### src/logic/nvc_pkg.sv
// shared constants and types for the nvsram host controller
package nvc_pkg;
   localparam int NVC_ADDR_W = 15;
   localparam int NVC_DATA_W = 8;
   localparam int NVC_SEQ_LEN = 6;
   localparam logic [13:0] NVC_SEQ_0 = 14'h0E38;
   localparam logic [13:0] NVC_SEQ_1 = 14'h31C7;
   localparam logic [13:0] NVC_SEQ_2 = 14'h03E0;
   localparam logic [13:0] NVC_SEQ_3 = 14'h3C1F;
   localparam logic [13:0] NVC_SEQ_4 = 14'h303F;
   localparam logic [13:0] NVC_SEQ_STORE = 14'h0FC0;
   localparam logic [13:0] NVC_SEQ_RECALL = 14'h0C63;
   localparam logic NVC_ADDR_MSB_DEFAULT = 1'h0;
   localparam int NVC_CLK_MHZ = 40;
   localparam int NVC_STORE_MS = 10;
   localparam int NVC_RECALL_US = 20;
   localparam int NVC_POWERUP_RECALL_US = 550;
   localparam int NVC_STORE_CYC = NVC_STORE_MS * 1000 * NVC_CLK_MHZ;
   localparam int NVC_RECALL_CYC = NVC_RECALL_US * NVC_CLK_MHZ;
   localparam int NVC_POWERUP_CYC = NVC_POWERUP_RECALL_US * NVC_CLK_MHZ;
   localparam int NVC_SETUP_CYC = 1;
   localparam int NVC_STROBE_CYC = 2;
   localparam int NVC_HOLD_CYC = 1;
   localparam int NVC_CNT_W = 24;

   typedef enum logic [1:0] {NVC_OP_READ, NVC_OP_WRITE, NVC_OP_STORE, NVC_OP_RECALL} nvc_op_t;

   typedef struct packed {
      nvc_op_t op;
      logic [NVC_ADDR_W-1:0] addr;
      logic [NVC_DATA_W-1:0] data;
   } nvc_req_t;

   typedef struct packed {
      logic chipSelN;
      logic writeN;
      logic outEnN;
      logic [NVC_ADDR_W-1:0] addressLines;
      logic [NVC_DATA_W-1:0] byteLinesOut;
      logic byteLinesOeN;
   } nvc_pins_t;
endpackage : nvc_pkg

### src/logic/nvc_wait_timer.sv
// down counter that holds the controller off for a set number of cycles
`timescale 1ns/1ps
module nvc_wait_timer
   import nvc_pkg::*;
#(
   parameter int CNT_W = NVC_CNT_W
)
(
   input wire logic clock,
   input wire logic rst,
   input wire logic load,
   input wire logic [CNT_W-1:0] loadValue,
   output logic busy
);
   logic [CNT_W-1:0] count;
   logic [CNT_W-1:0] next_count;

   initial
   begin
      if (CNT_W < 2)
      begin
         $error("nvc_wait_timer: counter too narrow");
      end
   end

   always_comb
   begin
      next_count = count;
      if (load)
      begin
         next_count = loadValue;
      end
      else if (count != '0)
      begin
         next_count = count - CNT_W'(1);
      end
   end

   always_ff @(posedge clock)
   begin
      if (rst)
      begin
         count <= '0;
      end
      else
      begin
         count <= next_count;
      end
   end

   assign busy = (count != '0);
endmodule : nvc_wait_timer

### src/logic/nvc_host_ctrl.sv
// host side controller: drives sram cycles and store/recall sequences
// Overview of operation
// - read has write high, write has low
// - address changes only while deselected
// - store: five keys then 0FC0
// - recall: five keys then 0C63
// - all six sequence cycles are reads
// - one chip-select pulse per sequence address
// - no other access inside a sequence
`timescale 1ns/1ps
module nvc_host_ctrl
   import nvc_pkg::*;
#(
   parameter int STORE_CYC = NVC_STORE_CYC,
   parameter int RECALL_CYC = NVC_RECALL_CYC,
   parameter int POWERUP_CYC = NVC_POWERUP_CYC
)
(
   input wire logic clock,
   input wire logic rst,
   input wire logic reqValid,
   input wire nvc_req_t req,
   output logic reqReady,
   output logic [NVC_DATA_W-1:0] rdData,
   output logic rdValid,
   output logic opDone,
   output nvc_pins_t pins,
   input wire logic [NVC_DATA_W-1:0] byteLinesIn
);
   typedef enum {S_POWERUP, S_IDLE, S_SETUP, S_STROBE, S_HOLD, S_WAIT} nvc_state_t;

   nvc_state_t state, next_state;
   nvc_req_t cur, next_cur;
   logic [2:0] step, next_step;
   logic [3:0] phase, next_phase;
   nvc_pins_t next_pins;
   logic [NVC_DATA_W-1:0] next_rdData;
   logic next_rdValid, next_opDone, next_reqReady;
   logic [NVC_DATA_W-1:0] dqMeta, dqSync;
   logic tLoad;
   logic [NVC_CNT_W-1:0] tValue;
   logic tBusy;
   logic seqOp;
   logic [13:0] seqAddr;

   initial
   begin
      if (STORE_CYC < 1 || STORE_CYC >= (1 << NVC_CNT_W) || RECALL_CYC < 1 || POWERUP_CYC < 1)
      begin
         $error("nvc_host_ctrl: wait counts out of range");
      end
   end

   nvc_wait_timer #(.CNT_W(NVC_CNT_W)) u_timer (
      .clock(clock),
      .rst(rst),
      .load(tLoad),
      .loadValue(tValue),
      .busy(tBusy)
   );

   // byte lines come from off chip
   always_ff @(posedge clock)
   begin
      dqMeta <= byteLinesIn;
      dqSync <= dqMeta;
   end

   assign seqOp = (cur.op == NVC_OP_STORE) || (cur.op == NVC_OP_RECALL);

   always_comb
   begin
      case (step)
         3'h0: seqAddr = NVC_SEQ_0;
         3'h1: seqAddr = NVC_SEQ_1;
         3'h2: seqAddr = NVC_SEQ_2;
         3'h3: seqAddr = NVC_SEQ_3;
         3'h4: seqAddr = NVC_SEQ_4;
         default: seqAddr = (cur.op == NVC_OP_STORE) ? NVC_SEQ_STORE : NVC_SEQ_RECALL;
      endcase
   end

   always_comb
   begin
      next_state = state;
      next_cur = cur;
      next_step = step;
      next_phase = phase;
      next_pins = pins;
      next_rdData = rdData;
      next_rdValid = 1'b0;
      next_opDone = 1'b0;
      next_reqReady = 1'b0;
      tLoad = 1'b0;
      tValue = '0;
      case (state)
         S_POWERUP:
         begin
            if (!tBusy && phase != 4'h0)
            begin
               next_state = S_IDLE;
               next_reqReady = 1'b1;
            end
            next_phase = 4'h1;
         end
         S_IDLE:
         begin
            next_reqReady = 1'b1;
            if (reqValid)
            begin
               next_cur = req;
               next_step = 3'h0;
               next_reqReady = 1'b0;
               next_state = S_SETUP;
            end
         end
         S_SETUP:
         begin
            next_pins.chipSelN = 1'b1;
            next_pins.outEnN = 1'b1;
            if (seqOp)
            begin
               // top address bit is don't care
               next_pins.addressLines = {NVC_ADDR_MSB_DEFAULT, seqAddr};
            end
            else
            begin
               next_pins.addressLines = cur.addr;
            end
            next_pins.writeN = (cur.op != NVC_OP_WRITE);
            next_pins.byteLinesOut = cur.data;
            next_pins.byteLinesOeN = (cur.op != NVC_OP_WRITE);
            next_phase = 4'h0;
            next_state = S_STROBE;
         end
         S_STROBE:
         begin
            next_pins.chipSelN = 1'b0;
            next_pins.outEnN = (cur.op == NVC_OP_WRITE);
            next_phase = phase + 4'h1;
            if (phase == 4'(NVC_STROBE_CYC - 1))
            begin
               next_state = S_HOLD;
               next_phase = 4'h0;
            end
         end
         S_HOLD:
         begin
            next_pins.chipSelN = 1'b1;
            next_pins.outEnN = 1'b1;
            next_pins.writeN = 1'b1;
            next_pins.byteLinesOeN = 1'b1;
            // extra hold cycle lets read data clear the synchroniser
            if (cur.op == NVC_OP_READ && phase == 4'(NVC_HOLD_CYC))
            begin
               next_rdData = dqSync;
               next_rdValid = 1'b1;
            end
            if (phase != 4'(NVC_HOLD_CYC))
            begin
               next_phase = phase + 4'h1;
            end
            else if (seqOp && step != 3'(NVC_SEQ_LEN - 1))
            begin
               next_step = step + 3'h1;
               next_state = S_SETUP;
            end
            else if (cur.op == NVC_OP_STORE)
            begin
               tLoad = 1'b1;
               tValue = NVC_CNT_W'(STORE_CYC);
               next_state = S_WAIT;
            end
            else if (cur.op == NVC_OP_RECALL)
            begin
               tLoad = 1'b1;
               tValue = NVC_CNT_W'(RECALL_CYC);
               next_state = S_WAIT;
            end
            else
            begin
               next_opDone = 1'b1;
               next_reqReady = 1'b1;
               next_state = S_IDLE;
            end
         end
         S_WAIT:
         begin
            if (!tBusy && !tLoad)
            begin
               next_opDone = 1'b1;
               next_reqReady = 1'b1;
               next_state = S_IDLE;
            end
         end
         default:
         begin
            next_state = S_IDLE;
         end
      endcase
      if (state == S_POWERUP && phase == 4'h0)
      begin
         tLoad = 1'b1;
         tValue = NVC_CNT_W'(POWERUP_CYC);
      end
   end

   always_ff @(posedge clock)
   begin
      if (rst)
      begin
         state <= S_POWERUP;
         cur <= '0;
         step <= 3'h0;
         phase <= 4'h0;
         pins <= '{chipSelN: 1'b1, writeN: 1'b1, outEnN: 1'b1, addressLines: '0, byteLinesOut: '0, byteLinesOeN: 1'b1};
         rdData <= '0;
         rdValid <= 1'b0;
         opDone <= 1'b0;
         reqReady <= 1'b0;
      end
      else
      begin
         state <= next_state;
         cur <= next_cur;
         step <= next_step;
         phase <= next_phase;
         pins <= next_pins;
         rdData <= next_rdData;
         rdValid <= next_rdValid;
         opDone <= next_opDone;
         reqReady <= next_reqReady;
      end
   end

   addr_stable_a: assert property (@(posedge clock) disable iff (rst)
      !pins.chipSelN && !$past(pins.chipSelN) |-> $stable(pins.addressLines))
      else $error("address moved during select");
   seq_no_write_a: assert property (@(posedge clock) disable iff (rst)
      seqOp && state != S_IDLE |-> pins.writeN)
      else $error("write during sequence");
   no_contention_a: assert property (@(posedge clock) disable iff (rst)
      !(!pins.byteLinesOeN && !pins.outEnN))
      else $error("bus contention");
   we_before_cs_a: assert property (@(posedge clock) disable iff (rst)
      $fell(pins.chipSelN) |-> $stable(pins.writeN))
      else $error("write strobe changed at select");
   wait_idle_a: assert property (@(posedge clock) disable iff (rst)
      state == S_WAIT |-> pins.chipSelN && pins.byteLinesOeN)
      else $error("access during transfer");
   cs_width_a: assert property (@(posedge clock) disable iff (rst)
      $fell(pins.chipSelN) |-> !pins.chipSelN [*2] ##1 pins.chipSelN)
      else $error("select pulse width wrong");
   seq_msb_a: assert property (@(posedge clock) disable iff (rst)
      seqOp && !pins.chipSelN |-> pins.addressLines[14] == NVC_ADDR_MSB_DEFAULT)
      else $error("sequence msb changed");
   store_key_a: assert property (@(posedge clock) disable iff (rst)
      cur.op == NVC_OP_STORE && step == 3'h5 && !pins.chipSelN |-> pins.addressLines[13:0] == NVC_SEQ_STORE)
      else $error("bad store key");
   recall_key_a: assert property (@(posedge clock) disable iff (rst)
      cur.op == NVC_OP_RECALL && step == 3'h5 && !pins.chipSelN |-> pins.addressLines[13:0] == NVC_SEQ_RECALL)
      else $error("bad recall key");

   cov_read_c: cover property (@(posedge clock) rdValid);
   cov_store_c: cover property (@(posedge clock) opDone && cur.op == NVC_OP_STORE);
   cov_recall_c: cover property (@(posedge clock) opDone && cur.op == NVC_OP_RECALL);
   cov_write_c: cover property (@(posedge clock) !pins.writeN && !pins.chipSelN);
endmodule : nvc_host_ctrl

### config.mk
export PLATFORM = sky130hd
export DESIGN_NAME = nvc_host_ctrl
export DESIGN_NICKNAME = d
export VERILOG_FILES = /design/src/logic/nvc_pkg.sv /design/src/logic/nvc_wait_timer.sv /design/src/logic/nvc_host_ctrl.sv
export SDC_FILE = /design/constraint.sdc
export NUM_CORES = 1
export LEC_CHECK = 0
export BUFFER_PORTS_ARGS = -buffer_cell sky130_fd_sc_hd__buf_4
export CORE_ASPECT_RATIO = 1.5
export CORE_MARGIN = 10
export CORE_UTILIZATION = 29
export CTS_CLUSTER_SIZE = 25
export DETAILED_ROUTE_END_ITERATION = 8
export PLACE_DENSITY_LB_ADDON = 0.2
export SKIP_LAST_GASP = 1
export SYNTH_ARGS = -nofsm -noshare
export SYNTH_HDL_FRONTEND = slang
export SYNTH_SLANG_ARGS = --single-unit
### constraint.sdc
create_clock -name clock -period 2.8 [get_ports clock]
set_input_delay 0.28 -clock clock [delete_from_list [all_inputs] [get_ports clock]]
set_output_delay 0.28 -clock clock [all_outputs]
set_load 0.01 [all_outputs]
-- Word-level counts from Yosys, hierarchy flattened
Index checks and enable logic that the tools add are counted.
Widths: inputs -> output; s select.
- input port bits: 36
- output and inout bits: 38
- logic and storage cells: 116
- flip-flop bits (word level): 141
- bitwise logic cells: 1
- $add $sub $neg: 3
- multiplexer cells: 46
- equal/unequal tests: 23
- reduce and logical (&&, ||, !) cells: 25
- operators by type and width (operator ; number):
    $mux 32 ; 7
    $pmux 32 s6 ; 1
    $mux 19 ; 4
    $mux 24 ; 3
    $pmux 14 s5 ; 1
    $eq 32x2->1 const B ; 2
    $eq 32x3->1 const B ; 2
    $logic_not 32->1 ; 2
    $eq 32x1->1 const B ; 1
    $reduce_bool 24->1 ; 1
    $sub 24x1->24 const B ; 1
    $mux 10 ; 2
    $pmux 4 s4 ; 1
    $mux 15 ; 1
    $mux 1 ; 14
    $ne 2x2->1 const B ; 7
    $mux 3 ; 4
    $mux 4 ; 2
    $pmux 1 s2 ; 4
    $reduce_bool 2->1 ; 4
    $reduce_bool 4->1 ; 2
    $eq 3x2->1 const B ; 2
    $pmux 3 s2 ; 1
    $reduce_and 2->1 ; 3
    21 further kinds ; 26

-- Depth between registers and ports, before layout
- word-level depth: 8
- mapped depth: 9
- mapped depth without buffers: 7

-- Hierarchy
Synthesis repeated with hierarchy kept, for this count alone.
- cell total of the unflattened synthesis: 577
- area, all modules: 4962.3 um2
- modules (own cells, without submodules) (module ; instances ; cells each ; area each (um2) ; sequential area each (um2)):
    nvc_host_ctrl ; 1 ; 415 ; 3528.4 ; 1761.7
    nvc_wait_timer ; 1 ; 162 ; 1433.9 ; 480.5

-- Least setup slack after synthesis
OpenSTA, ideal clock, no wires.
- path kind: register -> register
- from: register u_timer.count[14]
- to: register u_timer.count[10]
- buffers on the path: 3
- arrival: 2185 ps
- period minus slack after synthesis: 2316 ps
- setup time: 131 ps
- path slack: 484 ps
- data required time: 2669 ps
- stages on the path, launching flop included: 9
- cell sequence: dfxtp_1 > or4_1 > buf_2 > or4_4 > buf_6 > or2_0 > clkbuf_2 > nand3_1 > o22ai_1
- word-level cells in the longest chain between the ends: 2
- ends and longest elaborated chain (element ; RTL line ; source):
    start: declaration ; nvc_wait_timer.sv:15 ; logic [CNT_W-1:0] count;
    start signal: assignment ; nvc_wait_timer.sv:47 ; count <= next_count;
    $reduce_bool 24->1 ; nvc_wait_timer.sv:33 ; else if (count != '0)
    $reduce_bool 2->1 (no line) ; n/a ;
No other way between the ends.
A chain may end at the register's enable or synchronous reset.

-- Final worst setup path
- from: register u_timer.count[14]
- to: register state[1]
- word-level cells in the longest chain between the ends: 5
- elaborated cells on any way between the ends: 6
- classes of those cells: eq/ne: 2; reduce/logical: 4
- ends and longest elaborated chain (element ; RTL line ; source):
    $reduce_bool 24->1 (*) ; nvc_wait_timer.sv:51 ; assign busy = (count != '0);
    $logic_not 1->1 ; n/a ;
    $logic_and 1x1->1 ; nvc_host_ctrl.sv:99 ; if (!tBusy && phase != 4'h0)
    $ne 2x2->1 (no line) ; n/a ;
    $reduce_and 5->1 (no line) (*) ; n/a ;
    end signal: assignment ; nvc_host_ctrl.sv:224 ; state <= next_state;
    end: declaration ; nvc_host_ctrl.sv:32 ; nvc_state_t state, next_state;
Every way passes the cells marked *; elsewhere a longest branch is shown, timed or not.

==> reports/summary.txt <==
clk sinks -> 112
Netlist Area Pre-Place -> 4710 um2
Via density -> 4.97
Fin. Hold Viols -> 0
sequential fraction of the synthesis area -> 47.6%
H-tree depth -> 3
DRC violations left -> 0
I/O Buffers -> 73
max_slew headroom -> 48.9%
Initial Util -> 29.2%
post-route ant nets -> 0
P_sw -> 847 uW
Worst Setup Path Type -> reg -> reg
fmax -> 390 MHz
nets -> 668
Total GRT Usage -> 12.2%
CORE AREA -> 16100 um2
Sw Ratio -> 26.1%
drt pass-1 iters -> 5
TritonCTS clock tree -> done
Seq pwr share -> 51.6%
fill count -> 1703
status -> completed
Ports -> 74
CP startpoint kind -> flip-flop
Critical Path Fanout Max -> 12
Skew-Pair Late Insertion Delay -> 350 ps
Clock Skew -> 9.84 ps
vias in the first global route -> 4099
worst reg2reg path depth -> 5
Static Leak -> 2.21 nW
Die X-Extent -> 124 um
Storage cell area -> 2240 um2
Hold Crit Start -> byteLinesIn[1]
grt ovf -> 0
Syn Nets -> 606
Power Density -> 562 nW/um2
initial antenna violation count -> 0
WHS Endpoint -> dqMeta[1]
CTS buffer count -> 9
Peak VDD IR -> 277 uV
Crit path required time -> 3050 ps
Root Driver -> clkbuf_16
die outline height -> 176 um
async set or reset register ratio after synthesis -> 0%
unrepaired setup endpoints after global routing -> no
first-pass GRT wire length -> 21400 um
Die ar. -> 21900 um2
Reg-to-Reg Start -> u_timer.count[14]
layout cells sized above 1 -> 18.0%
clock tree buffer depth -> 2
Clk network pwr share -> 39.1%
Synth Warn # -> 0
via count -> 4143
area growth from synthesis to layout -> 22.5%
EDFF count, synth -> 0
drt wl/cell -> 15.8 um
worst hold margin -> 29.9 ps
postcts setup bufs -> 0
max-cap viol count -> 0
WHS Path Cells -> 1
Primary FF master, synth -> dfxtp_1
cts hold-fix bufs -> 0
setup_tns -> 0 ps
Tcrit/Tclk final -> 91.5%
Synth Instances -> 560
Reg clk slew, reported paths -> 80 ps
row cnt -> 57
Yosys cell types -> 55
Worst R2R End -> state[1]
CTS resizes -> 0
FF-to-FF setup slack -> 240 ps
n_diodes -> 0
Worst Setup End Kind -> flip-flop
Gate power share -> 9.3%
Multi-input gate area -> 2290 um2
largest net degree at the start of global routing -> 47
dpl hpwl -> 9570 um
Routed WL -> 13200 um
post-layout min period -> 2560 ps
Worst EP arrival -> 2810 ps
average cell area after synthesis -> 8.42 um2
Worst Tran Pin Value -> 765 ps
Int Power -> 2.40 mW
Iter 0 DRT Violations -> 181
final setup fails -> 0
#FFs+latches synth -> 112
Max Slew Vio Count -> 0
GPL Wtd Cong -> 0.867
Hold Crit Class -> in -> reg
## flip-flops by register name, indices dropped and copies added (netlist names), 4 cells and up
name	cells
dqSync	8
pins	26
cur	25
u_timer.count	24
phase	4
dqMeta	8
rdData	8
## power groups by stage
stage	clock network (mW)	registers, mW	logic, mW
2_1_floorplan	0	1.70	0.197
3_3_place_gp	0	1.71	0.299
3_5_place_dp	0	1.71	0.300
4_1_cts	1.31	1.67	0.303
5_1_grt	1.37	1.68	0.335
6_report	1.27	1.67	0.302
## logic make-up after synthesis
kind of cell / count (synthesis) / synth area share, %
xor gates and xnor gates: 18 / 3.34
muxes: 12 / 2.55
and+or+nand+nor: 226 / 22.7
adders and majority gates: 10 / 2.65
DFF: 112 / 47.6
buffers and inverters: 46 / 3.96
AOI/OAI and AO/OA: 136 / 17.3
## placed cells by master, fill, tap and decap left out, types with 5 or more instances in the layout
master	count
dfxtp_1	112
nand2_1	91
buf_4	87
a21oi_1	69
nor2_1	53
o21ai_0	18
nor3_1	14
xor2_1	13
nand3_1	12
mux2i_1	12
a211oi_1	10
ha_1	10
inv_1	9
clkbuf_16	9
or4_1	7
o22ai_1	7
or3_1	6
nand4_1	6
o21a_1	6
nor2b_1	5
o211ai_1	5
nor4_1	5
xnor2_1	5
## cell usage after synthesis, types with 2 or more instances
cell type / count / area (um2)
a211oi_1: 10 / 75.1
nand4_1: 6 / 37.5
or2_2: 2 / 12.5
a311oi_1: 3 / 26.3
nand3_1: 12 / 60.1
inv_1: 9 / 33.8
nand2_1: 91 / 342
nor2_1: 54 / 203
or3b_2: 3 / 26.3
o22ai_1: 7 / 43.8
nand3b_1: 4 / 30.0
nand2b_1: 4 / 25.0
a31oi_1: 2 / 12.5
mux2i_1: 12 / 120
nor4b_1: 2 / 17.5
o21ai_0: 18 / 90.1
clkbuf_1: 32 / 120
or4_1: 7 / 52.6
nor2b_1: 5 / 31.3
nor3_1: 14 / 70.1
o31ai_1: 3 / 22.5
xnor2_1: 5 / 43.8
xor2_1: 13 / 114
o211ai_1: 5 / 37.5
o21a_1: 6 / 45.0
nor3b_1: 2 / 15.0
dfxtp_1: 112 / 2240
ha_1: 10 / 125
a21o_1: 2 / 15.0
a21oi_1: 69 / 345
and3_1: 3 / 18.8
or3_1: 6 / 37.5
nor4_1: 5 / 31.3
## per-layer routing
| metal | GRT usage, % | up-vias | routed length [um] |
|---|---|---|---|
| met4 | 5.00 | 0 | 346 |
| met1 | 13.9 | 1966 | 5490 |
| li1 | - | 2075 | - |
| met5 | 0 | - | 0 |
| met3 | 2.43 | 19 | 496 |
| met2 | 21.5 | 83 | 6840 |
## critical path: stages (launching register included)
cell	delay [ps]
dfxtp_1	360
or4_1	650
or4_4	630
and4b_1	390
a21oi_1	140
a2111oi_2	300
## layout make-up
type                            instances  area share (%)
Clock buffer                           10            3.97
Inverter                               10           0.650
Timing Repair Buffer                   87            11.3
Tap cell                              206            4.46
Clock inverter                          6            1.08
Sequential cell                       112            38.8
Multi-Input combinational cell        402            39.7
## stage by stage
stage | area [um2] | setup slack [ps] | utilization [%] | power, mW | std cells
6_report | 5770 | 237 | 35.8 | 3.24 | 833
5_1_grt | 5770 | 64.2 | 35.8 | 3.39 | 833
4_1_cts | 5770 | 245 | 35.8 | 3.29 | 833
3_5_place_dp | 5480 | 261 | 34.0 | 2.01 | 817
3_3_place_gp | 5480 | 332 | 34.0 | 2.01 | 817
2_1_floorplan | 4710 | 484 | - | 1.90 | 560
## worst max-delay path by stage
stage               cells after the start  slack [ps]               from           endpoint
finish                                  5         240  u_timer.count[14]           state[1]
global placement                        5         330  u_timer.count[14]           state[1]
global route                            7          60   u_timer.count[0]  u_timer.count[16]
CTS                                     5         250  u_timer.count[14]           state[1]
detailed placement                      5         260  u_timer.count[14]           state[1]
floorplan                               8         480  u_timer.count[14]  u_timer.count[10]
(Power assumes the default switching activity.)
